[config.mk]
export PLATFORM = sky130hd
export DESIGN_NAME = flash_block_erase_protect
export DESIGN_NICKNAME = d
export VERILOG_FILES = /design/src/rtl/flash_pkg.sv /design/src/rtl/flash_block_erase_protect.sv /design/src/rtl/prot_check.sv
export SDC_FILE = /design/constraint.sdc
export NUM_CORES = 1
export LEC_CHECK = 0
export ABC_AREA = 1
export BUFFER_PORTS_ARGS = -buffer_cell sky130_fd_sc_hd__buf_2
export CELL_PAD_IN_SITES_DETAIL_PLACEMENT = 1
export CELL_PAD_IN_SITES_GLOBAL_PLACEMENT = 1
export CORE_ASPECT_RATIO = 1.5
export CORE_MARGIN = 10
export CORE_UTILIZATION = 30
export CTS_BUF_LIST = sky130_fd_sc_hd__clkbuf_16
export DETAILED_ROUTE_END_ITERATION = 8
export PLACE_DENSITY = 0.9
export SYNTH_ARGS = -nofsm -noshare
export SYNTH_HDL_FRONTEND = slang
export SYNTH_SLANG_ARGS = --single-unit
[constraint.sdc]
create_clock -name mclk -period 5.6 [get_ports mclk]
set_input_delay 1.12 -clock mclk [delete_from_list [all_inputs] [get_ports mclk]]
set_output_delay 1.12 -clock mclk [all_outputs]
set_load 0.05 [all_outputs]
[src/rtl/flash_pkg.sv]
// Purpose: shared sizes, encodings and word constants for the flash block controller
// Assumes: word addressing, 32-bit words
// Notes: protection mode codes follow the enum order

package flash_pkg;
    localparam int WORD_BITS = 32;
    localparam int ARRAY_KB = 96;
    localparam int BLOCK_KB = 1;
    localparam int UNIT_KB = 2;
    localparam int BYTES_PER_WORD = 4;
    localparam int NUM_WORDS = ARRAY_KB * 1024 / BYTES_PER_WORD;
    localparam int WORDS_PER_BLOCK = BLOCK_KB * 1024 / BYTES_PER_WORD;
    localparam int NUM_BLOCKS = ARRAY_KB / BLOCK_KB;
    localparam int NUM_UNITS = ARRAY_KB / UNIT_KB;
    localparam int ADDR_BITS = 15;
    localparam int BLK_BITS = 7;
    localparam int UNIT_BITS = 6;
    localparam int CNT_BITS = 8;
    localparam int BLK_POS = 8;
    localparam int UNIT_POS = 9;
    localparam int MODE_BITS = 2;
    localparam int CFG_BITS = NUM_UNITS * MODE_BITS;
    localparam logic [ADDR_BITS-1:0] LAST_WORD = ADDR_BITS'(NUM_WORDS - 1);
    localparam logic [CNT_BITS-1:0] LAST_CNT = CNT_BITS'(WORDS_PER_BLOCK - 1);
    localparam logic [CNT_BITS-1:0] CNT_RESET = 8'h00;
    localparam logic [WORD_BITS-1:0] ERASED_WORD = 32'hffffffff;
    localparam logic [WORD_BITS-1:0] DENIED_WORD = 32'h00000000;

    typedef enum logic [1:0] {prot_open, prot_read_only, prot_exec_only, prot_spare} prot_type;
    typedef enum logic [1:0] {kind_fetch, kind_data, kind_debug, kind_spare} rd_kind_type;
endpackage : flash_pkg

[src/rtl/flash_block_erase_protect.sv]
// Purpose: flash controller that erases 1 KB blocks and enforces 2 KB unit protection
// Assumes: array read data is valid the cycle after arr_rd_en; one request at a time
// Notes: erase is carried out as 256 writes of all ones through the array write port

`timescale 1ns/1ps

module flash_block_erase_protect
    import flash_pkg::*;
(
    // clock and reset
    input wire logic mclk,
    input wire logic srst,
    // protection setting
    input wire logic [CFG_BITS-1:0] prot_cfg,
    // read channel (fetch, data, debugger)
    input wire logic rd_req,
    input wire rd_kind_type rd_kind,
    input wire logic [ADDR_BITS-1:0] rd_addr,
    output logic rd_valid,
    output logic rd_err,
    output logic [WORD_BITS-1:0] rd_data,
    // program and erase channel
    input wire logic prog_req,
    input wire logic [ADDR_BITS-1:0] prog_addr,
    input wire logic [WORD_BITS-1:0] prog_data,
    input wire logic erase_req,
    input wire logic [BLK_BITS-1:0] erase_block,
    output logic op_done,
    output logic op_err,
    // shared request ready
    output logic req_ready,
    // flash array side
    output logic arr_rd_en,
    output logic [ADDR_BITS-1:0] arr_rd_addr,
    input wire logic [WORD_BITS-1:0] arr_rd_data,
    output logic arr_wr_en,
    output logic [ADDR_BITS-1:0] arr_wr_addr,
    output logic [WORD_BITS-1:0] arr_wr_data
);
    typedef enum logic [2:0] {st_idle, st_write, st_rd_wait, st_rd_capture, st_erase, st_erase_end} state_type;

    state_type state_r;
    logic [CNT_BITS-1:0] cnt_r;
    logic [BLK_BITS-1:0] blk_r;
    logic rd_valid_r, rd_err_r, op_done_r, op_err_r, arr_rd_en_r, arr_wr_en_r;
    logic [WORD_BITS-1:0] rd_data_r, arr_wr_data_r;
    logic [ADDR_BITS-1:0] arr_rd_addr_r, arr_wr_addr_r;

    logic accept_erase, accept_prog, accept_rd;
    logic [ADDR_BITS-1:0] chk_addr;
    logic in_range, wr_ok, dread_ok, rd_ok;
    prot_type chk_mode;

    // erase outranks program, program outranks read
    assign req_ready = state_r == st_idle;
    assign accept_erase = req_ready && erase_req;
    assign accept_prog = req_ready && prog_req && !erase_req;
    assign accept_rd = req_ready && rd_req && !erase_req && !prog_req;
    assign chk_addr = erase_req ? {erase_block, CNT_RESET} : (prog_req ? prog_addr : rd_addr);
    assign rd_ok = in_range && (rd_kind == kind_fetch || dread_ok);

    prot_check u_prot (
        .prot_cfg(prot_cfg),
        .word_addr(chk_addr),
        .in_range(in_range),
        .wr_ok(wr_ok),
        .dread_ok(dread_ok),
        .unit_mode(chk_mode)
    );

    always_ff @(posedge mclk) begin
        if (srst) begin
            state_r <= st_idle;
            cnt_r <= CNT_RESET;
            blk_r <= '0;
            rd_valid_r <= 1'b0;
            rd_err_r <= 1'b0;
            rd_data_r <= DENIED_WORD;
            op_done_r <= 1'b0;
            op_err_r <= 1'b0;
            arr_rd_en_r <= 1'b0;
            arr_rd_addr_r <= '0;
            arr_wr_en_r <= 1'b0;
            arr_wr_addr_r <= '0;
            arr_wr_data_r <= DENIED_WORD;
        end else begin
            rd_valid_r <= 1'b0;
            rd_err_r <= 1'b0;
            op_done_r <= 1'b0;
            op_err_r <= 1'b0;
            arr_rd_en_r <= 1'b0;
            arr_wr_en_r <= 1'b0;
            unique case (state_r)
                st_idle: begin
                    if (accept_erase) begin
                        if (wr_ok) begin
                            state_r <= st_erase;
                            blk_r <= erase_block;
                            cnt_r <= CNT_RESET;
                        end else begin
                            op_err_r <= 1'b1;
                        end
                    end else if (accept_prog) begin
                        if (wr_ok) begin
                            arr_wr_en_r <= 1'b1;
                            arr_wr_addr_r <= prog_addr;
                            arr_wr_data_r <= prog_data;
                            state_r <= st_write;
                        end else begin
                            op_err_r <= 1'b1;
                        end
                    end else if (accept_rd) begin
                        if (rd_ok) begin
                            arr_rd_en_r <= 1'b1;
                            arr_rd_addr_r <= rd_addr;
                            state_r <= st_rd_wait;
                        end else begin
                            // nothing from the array reaches rd_data on a refusal
                            rd_err_r <= 1'b1;
                            rd_data_r <= DENIED_WORD;
                        end
                    end
                end
                st_write: begin
                    op_done_r <= 1'b1;
                    state_r <= st_idle;
                end
                st_rd_wait: begin
                    state_r <= st_rd_capture;
                end
                st_rd_capture: begin
                    rd_data_r <= arr_rd_data;
                    rd_valid_r <= 1'b1;
                    state_r <= st_idle;
                end
                st_erase: begin
                    // only words of the latched block are touched
                    arr_wr_en_r <= 1'b1;
                    arr_wr_addr_r <= {blk_r, cnt_r};
                    arr_wr_data_r <= ERASED_WORD;
                    cnt_r <= cnt_r + 8'h01;
                    if (cnt_r == LAST_CNT) begin
                        state_r <= st_erase_end;
                    end
                end
                st_erase_end: begin
                    op_done_r <= 1'b1;
                    state_r <= st_idle;
                end
                default: begin
                    state_r <= st_idle;
                end
            endcase
        end
    end

    assign rd_valid = rd_valid_r;
    assign rd_err = rd_err_r;
    assign rd_data = rd_data_r;
    assign op_done = op_done_r;
    assign op_err = op_err_r;
    assign arr_rd_en = arr_rd_en_r;
    assign arr_rd_addr = arr_rd_addr_r;
    assign arr_wr_en = arr_wr_en_r;
    assign arr_wr_addr = arr_wr_addr_r;
    assign arr_wr_data = arr_wr_data_r;

    // erase that passes protection finishes after exactly one block of writes
    property p_erase_len;
        @(posedge mclk) disable iff (srst)
        accept_erase && wr_ok |-> ##258 op_done;
    endproperty
    a_erase_len: assert property (p_erase_len) else $error("erase did not end after 256 writes");

    property p_erase_block;
        @(posedge mclk) disable iff (srst)
        accept_erase && wr_ok |-> ##2 (arr_wr_en && arr_wr_addr[BLK_POS +: BLK_BITS] == $past(erase_block, 2));
    endproperty
    a_erase_block: assert property (p_erase_block) else $error("erase wrote outside its block");

    property p_erase_ones;
        @(posedge mclk) disable iff (srst)
        accept_erase && wr_ok |-> ##2 (arr_wr_en && arr_wr_data == ERASED_WORD) [*8];
    endproperty
    a_erase_ones: assert property (p_erase_ones) else $error("erase wrote a word other than all ones");

    property p_unit_map;
        @(posedge mclk) disable iff (srst)
        accept_erase && erase_block < BLK_BITS'(NUM_BLOCKS)
            |-> wr_ok == (prot_cfg[{erase_block[BLK_BITS-1:1], 1'b0} +: MODE_BITS] == 2'(prot_open));
    endproperty
    a_unit_map: assert property (p_unit_map) else $error("block did not follow its pair setting");

    property p_ro_refuse;
        @(posedge mclk) disable iff (srst)
        (accept_prog || accept_erase) && chk_mode == prot_read_only |=> op_err && req_ready && !arr_wr_en;
    endproperty
    a_ro_refuse: assert property (p_ro_refuse) else $error("write reached a read-only unit");

    property p_xo_refuse;
        @(posedge mclk) disable iff (srst)
        (accept_prog || accept_erase) && chk_mode == prot_exec_only |=> op_err && req_ready && !arr_wr_en;
    endproperty
    a_xo_refuse: assert property (p_xo_refuse) else $error("write reached an execute-only unit");

    property p_xo_data;
        @(posedge mclk) disable iff (srst)
        accept_rd && rd_kind != kind_fetch && chk_mode == prot_exec_only |=> rd_err && !arr_rd_en;
    endproperty
    a_xo_data: assert property (p_xo_data) else $error("data read of execute-only unit allowed");

    property p_denied_blank;
        @(posedge mclk) disable iff (srst)
        rd_err |-> rd_data == DENIED_WORD && !rd_valid;
    endproperty
    a_denied_blank: assert property (p_denied_blank) else $error("refused read returned data");

    property p_read_ok;
        @(posedge mclk) disable iff (srst)
        accept_rd && rd_ok |-> ##3 rd_valid && !rd_err && rd_data == $past(arr_rd_data);
    endproperty
    a_read_ok: assert property (p_read_ok) else $error("permitted read not answered in three cycles");

    c_erase: cover property (@(posedge mclk) disable iff (srst) accept_erase && wr_ok ##258 op_done);
    c_prog_refused: cover property (@(posedge mclk) disable iff (srst) accept_prog && !wr_ok ##1 op_err);
    c_xo_fetch: cover property (@(posedge mclk) disable iff (srst)
        accept_rd && rd_kind == kind_fetch && chk_mode == prot_exec_only ##3 rd_valid);
    c_prog_ok: cover property (@(posedge mclk) disable iff (srst) accept_prog && wr_ok ##2 op_done);
endmodule : flash_block_erase_protect

[src/rtl/prot_check.sv]
// Purpose: decode per-unit protection for one word address
// Assumes: prot_cfg holds one mode field per 2 KB unit, unit 0 lowest
// Notes: the spare mode code is treated as execute-only, the safer reading

`timescale 1ns/1ps

module prot_check
    import flash_pkg::*;
(
    // protection setting
    input wire logic [CFG_BITS-1:0] prot_cfg,
    // address under test
    input wire logic [ADDR_BITS-1:0] word_addr,
    // verdict
    output logic in_range,
    output logic wr_ok,
    output logic dread_ok,
    output prot_type unit_mode
);
    localparam int SLOTS = 1 << UNIT_BITS;

    logic [SLOTS-1:0] unit_wr_ok;
    logic [SLOTS-1:0] unit_dread_ok;
    logic [UNIT_BITS-1:0] unit_idx;
    logic [MODE_BITS-1:0] mode_tab [SLOTS];

    // two adjacent 1 KB blocks share one mode field
    assign unit_idx = word_addr[UNIT_POS +: UNIT_BITS];
    assign in_range = word_addr <= LAST_WORD;

    for (genvar i = 0; i < SLOTS; i++) begin : g_unit
        if (i < NUM_UNITS) begin : g_real
            assign mode_tab[i] = prot_cfg[i*MODE_BITS +: MODE_BITS];
        end else begin : g_none
            assign mode_tab[i] = 2'(prot_spare);
        end
        assign unit_wr_ok[i] = mode_tab[i] == 2'(prot_open);
        assign unit_dread_ok[i] = mode_tab[i] == 2'(prot_open) || mode_tab[i] == 2'(prot_read_only);
    end

    assign wr_ok = in_range && unit_wr_ok[unit_idx];
    assign dread_ok = in_range && unit_dread_ok[unit_idx];
    assign unit_mode = in_range ? prot_type'(mode_tab[unit_idx]) : prot_spare;
endmodule : prot_check

After elaboration in Yosys (flattened, before gate mapping). Cells that the tools add are included. W data, S select, Z words.

Bits in registers: 118. Input bits: 204. Output and inout port bits: 101. Word-level logic and storage cells: 248.

$add $sub $neg: 1. $lt $le $gt $ge: 2. Equal/unequal tests: 66. Multiplexer cells: 41. Bitwise gates (word level): 4. Reductions and logical operators: 121.

Operators with widths (count): $mux W32 (7); $pmux W32 S2 (2); $logic_not A2 Y1 (49); $eq A2 B1 Y1 const B (48); $mux W15 (5); $logic_or A1 B1 Y1 (49); $pmux W15 S2 (1); $mux W3 (7); $mux W8 (2); $pmux W8 S2 (1); $le A15 B15 Y1 const B (1); $reduce_and A5 Y1 (3); $bmux W1 S6 (2); $mux W1 (12); $logic_and A1 B1 Y1 (9); $pmux W3 S3 (1); $add A8 B1 Y8 const B (1); $eq A8 B8 Y1 const B (1); $ne A2 B1 Y1 const B (4); $ne A2 B2 Y1 const B (4); $ne A4 B1 Y1 const B (2); $lt A6 B7 Y1 const B (1); $eq A3 B2 Y1 const B (2); $eq A3 B3 Y1 const B (2); other kinds (11) (19).

Longest topological paths before layout. Gate-level depths: netlist (run 1).

Word-level depth: 12. Gate-level depth with buffers: 22. Depth with buffers taken out: 19.

Hierarchy. A second synthesis (run 1) with hierarchy kept.

Cell total of the unflattened synthesis: 1060. Area, all modules: 6452.4 um^2.

Modules (own cells, without submodules): flash_block_erase_protect (times used 1, cells each 788, area an instance 5248.8 um^2, seq. area each 2362.3 um^2); prot_check (times used 1, cells each 272, area an instance 1203.7 um^2, seq. area each 0.0 um^2).

Worst setup path after synthesis (run 1). OpenSTA, ideal clock, no wires.

Kind: in2reg. Start: input erase_req. End: register rd_data_r[0], in the netlist rd_data[0]. Library setup time: 0.060 ns. Arrival time: 2.912 ns. Data required time: 5.540 ns. Path slack: 2.628 ns. Stages on the path: 21. Buffers on the path: 4. Cells stage by stage: buf_4 > inv_4 > nand3_4 > nand2_2 > buf_6 > buf_6 > nand2_1 > nand3_1 > nand3_1 > nand3_1 > nand2_1 > nand2_1 > nand3_1 > nand2_2 > nand2_2 > nand2_4 > nand2_4 > nor2_8 > buf_6 > nand2_1 > nand2_1.

Cells in the longest elaborated chain, start to end: 8. Elaborated cells on any way between the ends: 17. Those cells by class: order compare: 1; eq/ne: 4; mux: 3; reduce/logical: 9.

Ends and longest elaborated chain: start: declaration (line flash_block_erase_protect.sv:26) `input wire logic erase_req,`; $mux W15 (line flash_block_erase_protect.sv:59) `assign chk_addr = erase_req ? {erase_block, CNT_RESET} : (prog_req ? prog_addr : rd_addr);`; $bmux W1 S6 (line prot_check.sv:42) `assign dread_ok = in_range && unit_dread_ok[unit_idx];`; $mux W1 (implied by the code) (line prot_check.sv:42); $logic_and A1 B1 Y1 (line prot_check.sv:42); $logic_or A1 B1 Y1 (line flash_block_erase_protect.sv:60) `assign rd_ok = in_range && (rd_kind == kind_fetch || dread_ok);`; $logic_and A1 B1 Y1 (line flash_block_erase_protect.sv:60); $ne A2 B2 Y1 (no source line); $reduce_and A5 Y1 (no source line) (*); end signal: assignment (line flash_block_erase_protect.sv:132) `rd_data_r <= arr_rd_data;`; end: declaration (line flash_block_erase_protect.sv:46) `logic [WORD_BITS-1:0] rd_data_r, arr_wr_data_r;`.

Mark *: on every way between the ends. The rest lies on a longest branch, timed or not. The select of a mux whose other input is x is not followed. A chain may end at the register's enable or synchronous reset.

Worst setup path after layout (run 1).
Start: input prog_req. End: register arr_wr_data_r[31], in the netlist arr_wr_data[31].

Cells in the longest elaborated chain, start to end: 7. Elaborated cells on any way between the ends: 11. Those cells by class: order compare: 1; eq/ne: 2; mux: 4; reduce/logical: 4.

Ends and longest elaborated chain: start: declaration (line flash_block_erase_protect.sv:23) `input wire logic prog_req,`; $mux W15 (2 in series) (line flash_block_erase_protect.sv:59); $bmux W1 S6 (line prot_check.sv:41) `assign wr_ok = in_range && unit_wr_ok[unit_idx];`; $mux W1 (implied by the code) (line prot_check.sv:41); $logic_and A1 B1 Y1 (line prot_check.sv:41); $ne A2 B1 Y1 (no source line); $reduce_and A4 Y1 (no source line) (*); end signal: assignment (line flash_block_erase_protect.sv:107) `arr_wr_data_r <= prog_data;`; end: declaration (line flash_block_erase_protect.sv:46).

Marks and branches as above.

==> flow_summary.json, run 1 <==
{
  "r2r_slack_ns": 2.21,
  "irDropWorstVdd_uv": 213,
  "place_hpwl_microns": 20400,
  "drc": 0,
  "cts-htree-levels": 4,
  "via_per_inst": 4.85,
  "gp_congestion": 0.868,
  "fin_worst_skew_ns": 0.00566,
  "rsz0062_at_grt": "false",
  "critPathMaxFanout": 61,
  "grt_max_degree": 62,
  "utilization": 0.420,
  "leakagePower_nw": 4.33,
  "ctsResizeCount": 0,
  "met3_usage": 0.0586,
  "setup_tns_ns": 0,
  "cp_slowest_cell": "nand2_2",
  "cp.required_ns": 5.90,
  "hold_violations": 0,
  "endpoint_kind": "flip-flop",
  "worst-setup-path-type": "in2reg",
  "syn_area_per_cell_sq_um": 6.42,
  "worst_slew_pin_slew_ns": 0.968,
  "status": "finished, final reports clean",
  "clkLatencyLatePin_ns": 0.41,
  "drt_iter0_markers": 348,
  "ys_ff_latch": 118,
  "hp-class": "reg2reg",
  "cts-hold-fix-buffers": 0,
  "final.min_clock_period_ns": 4.47,
  "startpoint_type": "input port",
  "yosysUniqueCellTypes": 32,
  "finalCritPeriodShare": 0.799,
  "slew_viol_final": 0,
  "setup_viol": 0,
  "ys_seq_area_frac": 0.387,
  "crit_path_max_incr_delay_ns": 0.81,
  "overflow": 0,
  "wl_per_cell_microns": 17.3,
  "path_common_cell": "nand3_1",
  "fmax_mhz": 224,
  "grt_pass1_wl_microns": 40400,
  "max_slew_margin": 0.354,
  "netlist_instances": 950,
  "clkTransAtPathRegs_ns": 0.06,
  "rows": 63,
  "start_util": 0.307,
  "clock_sinks": 118,
  "num_vias": 7278,
  "power_density_nw_per_um2": 397,
  "use_met1": 0.181,
  "wirelength_microns": 25900,
  "syn_nets": 1155,
  "track_usage": 0.189,
  "top_usage_layer": "met2",
  "design.core.area_sq_um": 19900,
  "ios": 305,
  "port_buffers": 304,
  "cts_root_buffer": "clkbuf_16",
  "critPathArrivalTime_ns": 4.77,
  "syn2layout_area_growth_pct": 36.9,
  "met2_usage": 0.355,
  "ys.warnings.count": 0,
  "crit_chain": "buf_2 > inv_2 > nand2_2 > nand3_4 > nand2_2 > o21ai_0 > o21ai_0 > nand2_1 > nand3_1 > nand3_1 > nand3_1 > nand3_1 > nand2_1 > nand2_2 > buf_4 > nor2_1 > nor2_1",
  "drive_above_1_share": 0.299,
  "numCtsBuffers": 17,
  "final_nets": 1428,
  "dieArea_sq_um": 26500,
  "cts_tree": "yes",
  "cts.path.max_buffers": 2,
  "grt_pass1_vias": 7722,
  "antenna_found_initial": 6,
  "ant_nets": 0,
  "post_cts.repair.setup_buffers": 0,
  "netlist_area_sq_um": 6100,
  "die_h_microns": 195,
  "die_x_microns": 136,
  "first_pass_iters": 5,
  "maxCapViolCount": 0
}
-- state kept, by name (all words and copies together) (netlist names) --
name,cells
arr_wr_en,1
blk_r,7
arr_rd_en,1
rd_data,32
rd_valid,1
op_done,1
rd_err,1
state_r,3
op_err,1
cnt_r,8
arr_wr_addr,15
arr_wr_data,32
arr_rd_addr,15
-- final cells by class --
| class | instances | area, sq um |
|---|---|---|
| Sequential cell | 118 | 2360 |
| Multi-Input combinational cell | 708 | 3180 |
| Inverter | 68 | 258 |
| Tap cell | 260 | 325 |
| Clock inverter | 15 | 218 |
| Timing Repair Buffer | 310 | 1570 |
| Clock buffer | 17 | 425 |
| Antenna cell | 6 | 15.0 |
| Fill cell | 2711 | 11500 |
-- worst max-delay path, delay by kind of cell --
| kind | cells | cell delay (ns) |
|---|---|---|
| AND/OR/NAND/NOR | 12 | 2.55 |
| buffers and inverters | 3 | 0.66 |
| AO/OA/AOI/OAI | 2 | 0.37 |
-- path summary, 6_finish.rpt --
| kind | cells after the start | start | endpoint |
|---|---|---|---|
| setup / recovery | 17 | prog_req | arr_wr_data[31] |
| hold / removal | 2 | rd_data[3] | rd_data[3] |
| setup reg to reg | 10 | state_r[1] | arr_wr_data[31] |
| hold reg to reg | 2 | rd_data[3] | rd_data[3] |
-- kinds of logic (layout without fill, tap and decap cells) --
logic type	Yosys count	count (layout)	synth area share
AOI/OAI and AO/OA	120	120	0.103
buffers and inverters	124	410	0.0925
other	0	6	0
adders and majority gates	1	1	0.00205
DFF	118	118	0.387
and+or+nand+nor	587	587	0.415
-- per-layer routing --
layer	wire length [microns]	vias to the layer above	part of all wire
li1	-	3594	-
met1	9090	3412	0.35
met2	14100	225	0.54
met3	1920	45	0.074
met4	798	2	0.031
met5	13	-	0.00050
-- cells in the mapped netlist --
cell type  count  area share
clkinv_1       1     0.00061
clkbuf_1      23       0.014
nand2_4        2      0.0037
nand2_1      252        0.16
buf_6          7       0.013
nor2_1       166        0.10
nor2_8         1      0.0033
or2_2          5      0.0051
nand3b_1      17       0.021
inv_2          5      0.0031
ha_1           1      0.0021
clkbuf_2       1     0.00082
nand3_4        1      0.0029
nand3_2        1      0.0016
buf_4          5      0.0062
o21ai_1        5      0.0041
and2_1         3      0.0031
o21ai_0       68       0.056
nor4_1         1      0.0010
inv_1         61       0.038
o211ai_1       8      0.0098
buf_2         19       0.016
o31ai_1        1      0.0012
a21oi_1       37       0.030
nand4_1        4      0.0041
inv_4          1      0.0010
dfxtp_1      118        0.39
nand3_1      120       0.098
nor3_1         6      0.0049
o211ai_2       1      0.0021
nand2_2        8      0.0082
buf_1          1     0.00061
-- stage by stage --
stage	cell area, sq um	instances	setup slack, ns	hold WS (ns)	total power, mW
final	8350	1502	1.13	0.438	3.31
after global routing	8350	1501	0.725	0.471	3.49
after CTS	8330	1496	1.16	0.444	3.36
after detailed placement	7690	1464	0.783	0.427	2.14
after global placement	7690	1464	0.970	0.422	2.11
after floorplan	6100	950	2.63	0.425	1.81
-- cell usage in the layout, fill, tap and decap left out, drive strengths merged --
master,Yosys,final
buf,32,310
nand2,262,262
nor2,167,167
nand3,122,122
dfxtp,118,118
inv,67,74
o21ai,73,73
a21oi,37,37
nand3b,17,17
clkbuf,24,17
o211ai,9,9
diode,0,6
nor3,6,6
or2,5,5
nand4,4,4
bufinv,0,4
clkinv,1,4
and2,3,3
nor4,1,1
o31ai,1,1
ha,1,1
clkinvlp,0,1
-- power by group --
group | total (mW) | switching [mW] | internal [mW]
Combinational | 1.11 | 0.832 | 0.280
Sequential | 1.01 | 0.0531 | 0.952
Clock | 1.20 | 0.439 | 0.759
Note: power is estimated with default switching activity, not from simulation.
==> run 2: changes to the inputs <==
--- a/config.mk
+++ b/config.mk
@@ -11,10 +11,10 @@
 export CELL_PAD_IN_SITES_GLOBAL_PLACEMENT = 1
 export CORE_ASPECT_RATIO = 1.5
 export CORE_MARGIN = 10
-export CORE_UTILIZATION = 30
+export CORE_UTILIZATION = 27
 export CTS_BUF_LIST = sky130_fd_sc_hd__clkbuf_16
 export DETAILED_ROUTE_END_ITERATION = 8
-export PLACE_DENSITY = 0.9
+export PLACE_DENSITY = 0.86
 export SYNTH_ARGS = -nofsm -noshare
 export SYNTH_HDL_FRONTEND = slang
 export SYNTH_SLANG_ARGS = --single-unit
==> constraint.sdc (replaced) <==
create_clock -name mclk -period 3.89 [get_ports mclk]
set_input_delay 0.778 -clock mclk [delete_from_list [all_inputs] [get_ports mclk]]
set_output_delay 0.778 -clock mclk [all_outputs]
set_load 0.05 [all_outputs]
==> run 2 against run 1 <==
Net effect: total power up 37%; clock skew about the same; via count down 0.95%; critical path type unchanged; largest cell class unchanged.
==> flow_summary.json, run 2 (same netlist as run 1, synthesis figures left out) <==
{
  "critPathArrivalTime_ns": 3.29,
  "cts_tree": "yes",
  "final_common_cell": "buf_2",
  "holdWs_ns": 0.442,
  "min_path_cells": 2,
  "power_density_nw_per_um2": 544,
  "hp-class": "reg2reg",
  "fmax_mhz": 334,
  "final_nets": 1434,
  "maxCapViolCount": 0,
  "wirelength_microns": 25600,
  "drive_above_1_share": 0.298,
  "via_per_inst": 4.74,
  "startpoint_type": "input port",
  "cts_root_buffer": "clkbuf_16",
  "worst-setup-path-type": "in2reg",
  "layout_setup_ws_ns": 0.895,
  "ff2ff_path_depth": 13,
  "syn2layout_area_growth_pct": 36.7,
  "grt_max_degree": 57,
  "start_util": 0.273,
  "first_pass_iters": 7,
  "clock_sinks": 118,
  "dieArea_sq_um": 29100,
  "nFillCells": 2979,
  "final_cell_mix": "304 x buf_2, 252 x nand2_1, 165 x nor2_1, 120 x nand3_1, 118 x dfxtp_1",
  "irDropWorstVdd_uv": 261,
  "total_power_mw": 4.53,
  "final.min_clock_period_ns": 3.00,
  "finalCritPeriodShare": 0.770,
  "ant_nets": 0,
  "cts-htree-levels": 4,
  "utilization": 0.374,
  "clkTransAtPathRegs_ns": 0.06,
  "status": "finished, final reports clean",
  "drc": 0,
  "die_x_microns": 143,
  "post_cts.repair.setup_buffers": 0,
  "max_slew_margin": 0.363,
  "endpoint_kind": "flip-flop",
  "cts-hold-fix-buffers": 0,
  "cp.required_ns": 4.19,
  "track_usage": 0.171,
  "port_buffers": 304,
  "ctsResizeCount": 0,
  "place_hpwl_microns": 20700,
  "setup_tns_ns": 0,
  "drt_iter0_markers": 276,
  "numCtsBuffers": 17,
  "grt_pass1_vias": 7637,
  "worst_slew_pin_slew_ns": 0.954,
  "dpl_worst_slack_ns": 0.477,
  "design.core.area_sq_um": 22300,
  "wl_per_cell_microns": 16.8,
  "critPathMaxFanout": 39,
  "hold_violations": 0,
  "slew_viol_final": 0,
  "rows": 67,
  "die_h_microns": 204,
  "rsz0062_at_grt": "false",
  "leakagePower_nw": 4.33,
  "gp_congestion": 0.863,
  "ios": 305,
  "clkLatencyLatePin_ns": 0.41,
  "num_vias": 7209,
  "overflow": 0,
  "antenna_found_initial": 7,
  "setup_viol": 0,
  "grt_pass1_wl_microns": 39600,
  "fin_worst_skew_ns": 0.00564,
  "cts.path.max_buffers": 2
}
## run 2: routing by layer
metal | routed length [microns] | part of all wire | global-route usage
met5 | 26 | 0.0010 | 0
met2 | 13800 | 0.54 | 0.324
met3 | 1760 | 0.069 | 0.0549
met1 | 9200 | 0.36 | 0.163
met4 | 779 | 0.030 | 0.0780
## run 2: per-stage QoR
step           instance area (sq um)  std cells
2_1_floorplan                   6100        950
3_3_place_gp                    7780       1486
3_5_place_dp                    7780       1486
4_1_cts                         8330       1517
5_1_grt                         8340       1522
6_report                        8340       1522
## run 2: final timing paths
path	end	slack, ns	start
setup / recovery	arr_wr_addr[4]	0.89	prog_req
hold / removal	rd_data[10]	0.44	rd_data[10]
setup reg to reg	arr_rd_addr[13]	1.39	state_r[1]
hold reg to reg	rd_data[10]	0.44	rd_data[10]
## run 2: layout make-up
type                            instances  area, sq um  area share
Timing Repair Buffer                  316         1640       0.196
Tap cell                              276          345      0.0414
Antenna cell                            5         12.5     0.00150
Clock buffer                           17          425      0.0510
Clock inverter                         14          120      0.0144
Inverter                               68          258      0.0309
Sequential cell                       118         2360       0.283
Multi-Input combinational cell        708         3180       0.381
## run 2: critical path, cell delays in order
cell     delay, ns
buf_2         0.13
inv_2         0.17
nand2_2       0.09
nand3_4       0.07
nand2_2       0.18
buf_12        0.24
a21oi_1       0.15
o21ai_0       0.16
nand3_1       0.13
nand3_1       0.07
nand3_1       0.12
nand3_1       0.17
nand2_1       0.12
nand2_2       0.16
buf_4         0.25
o21ai_0       0.22
nor2_1        0.07
## run 2: power breakdown
part	switching, mW	leakage, nW	internal [mW]
combinational	1.20	3.10	0.419
sequential	0.0728	0.960	1.37
clock	0.551	0.275	0.919
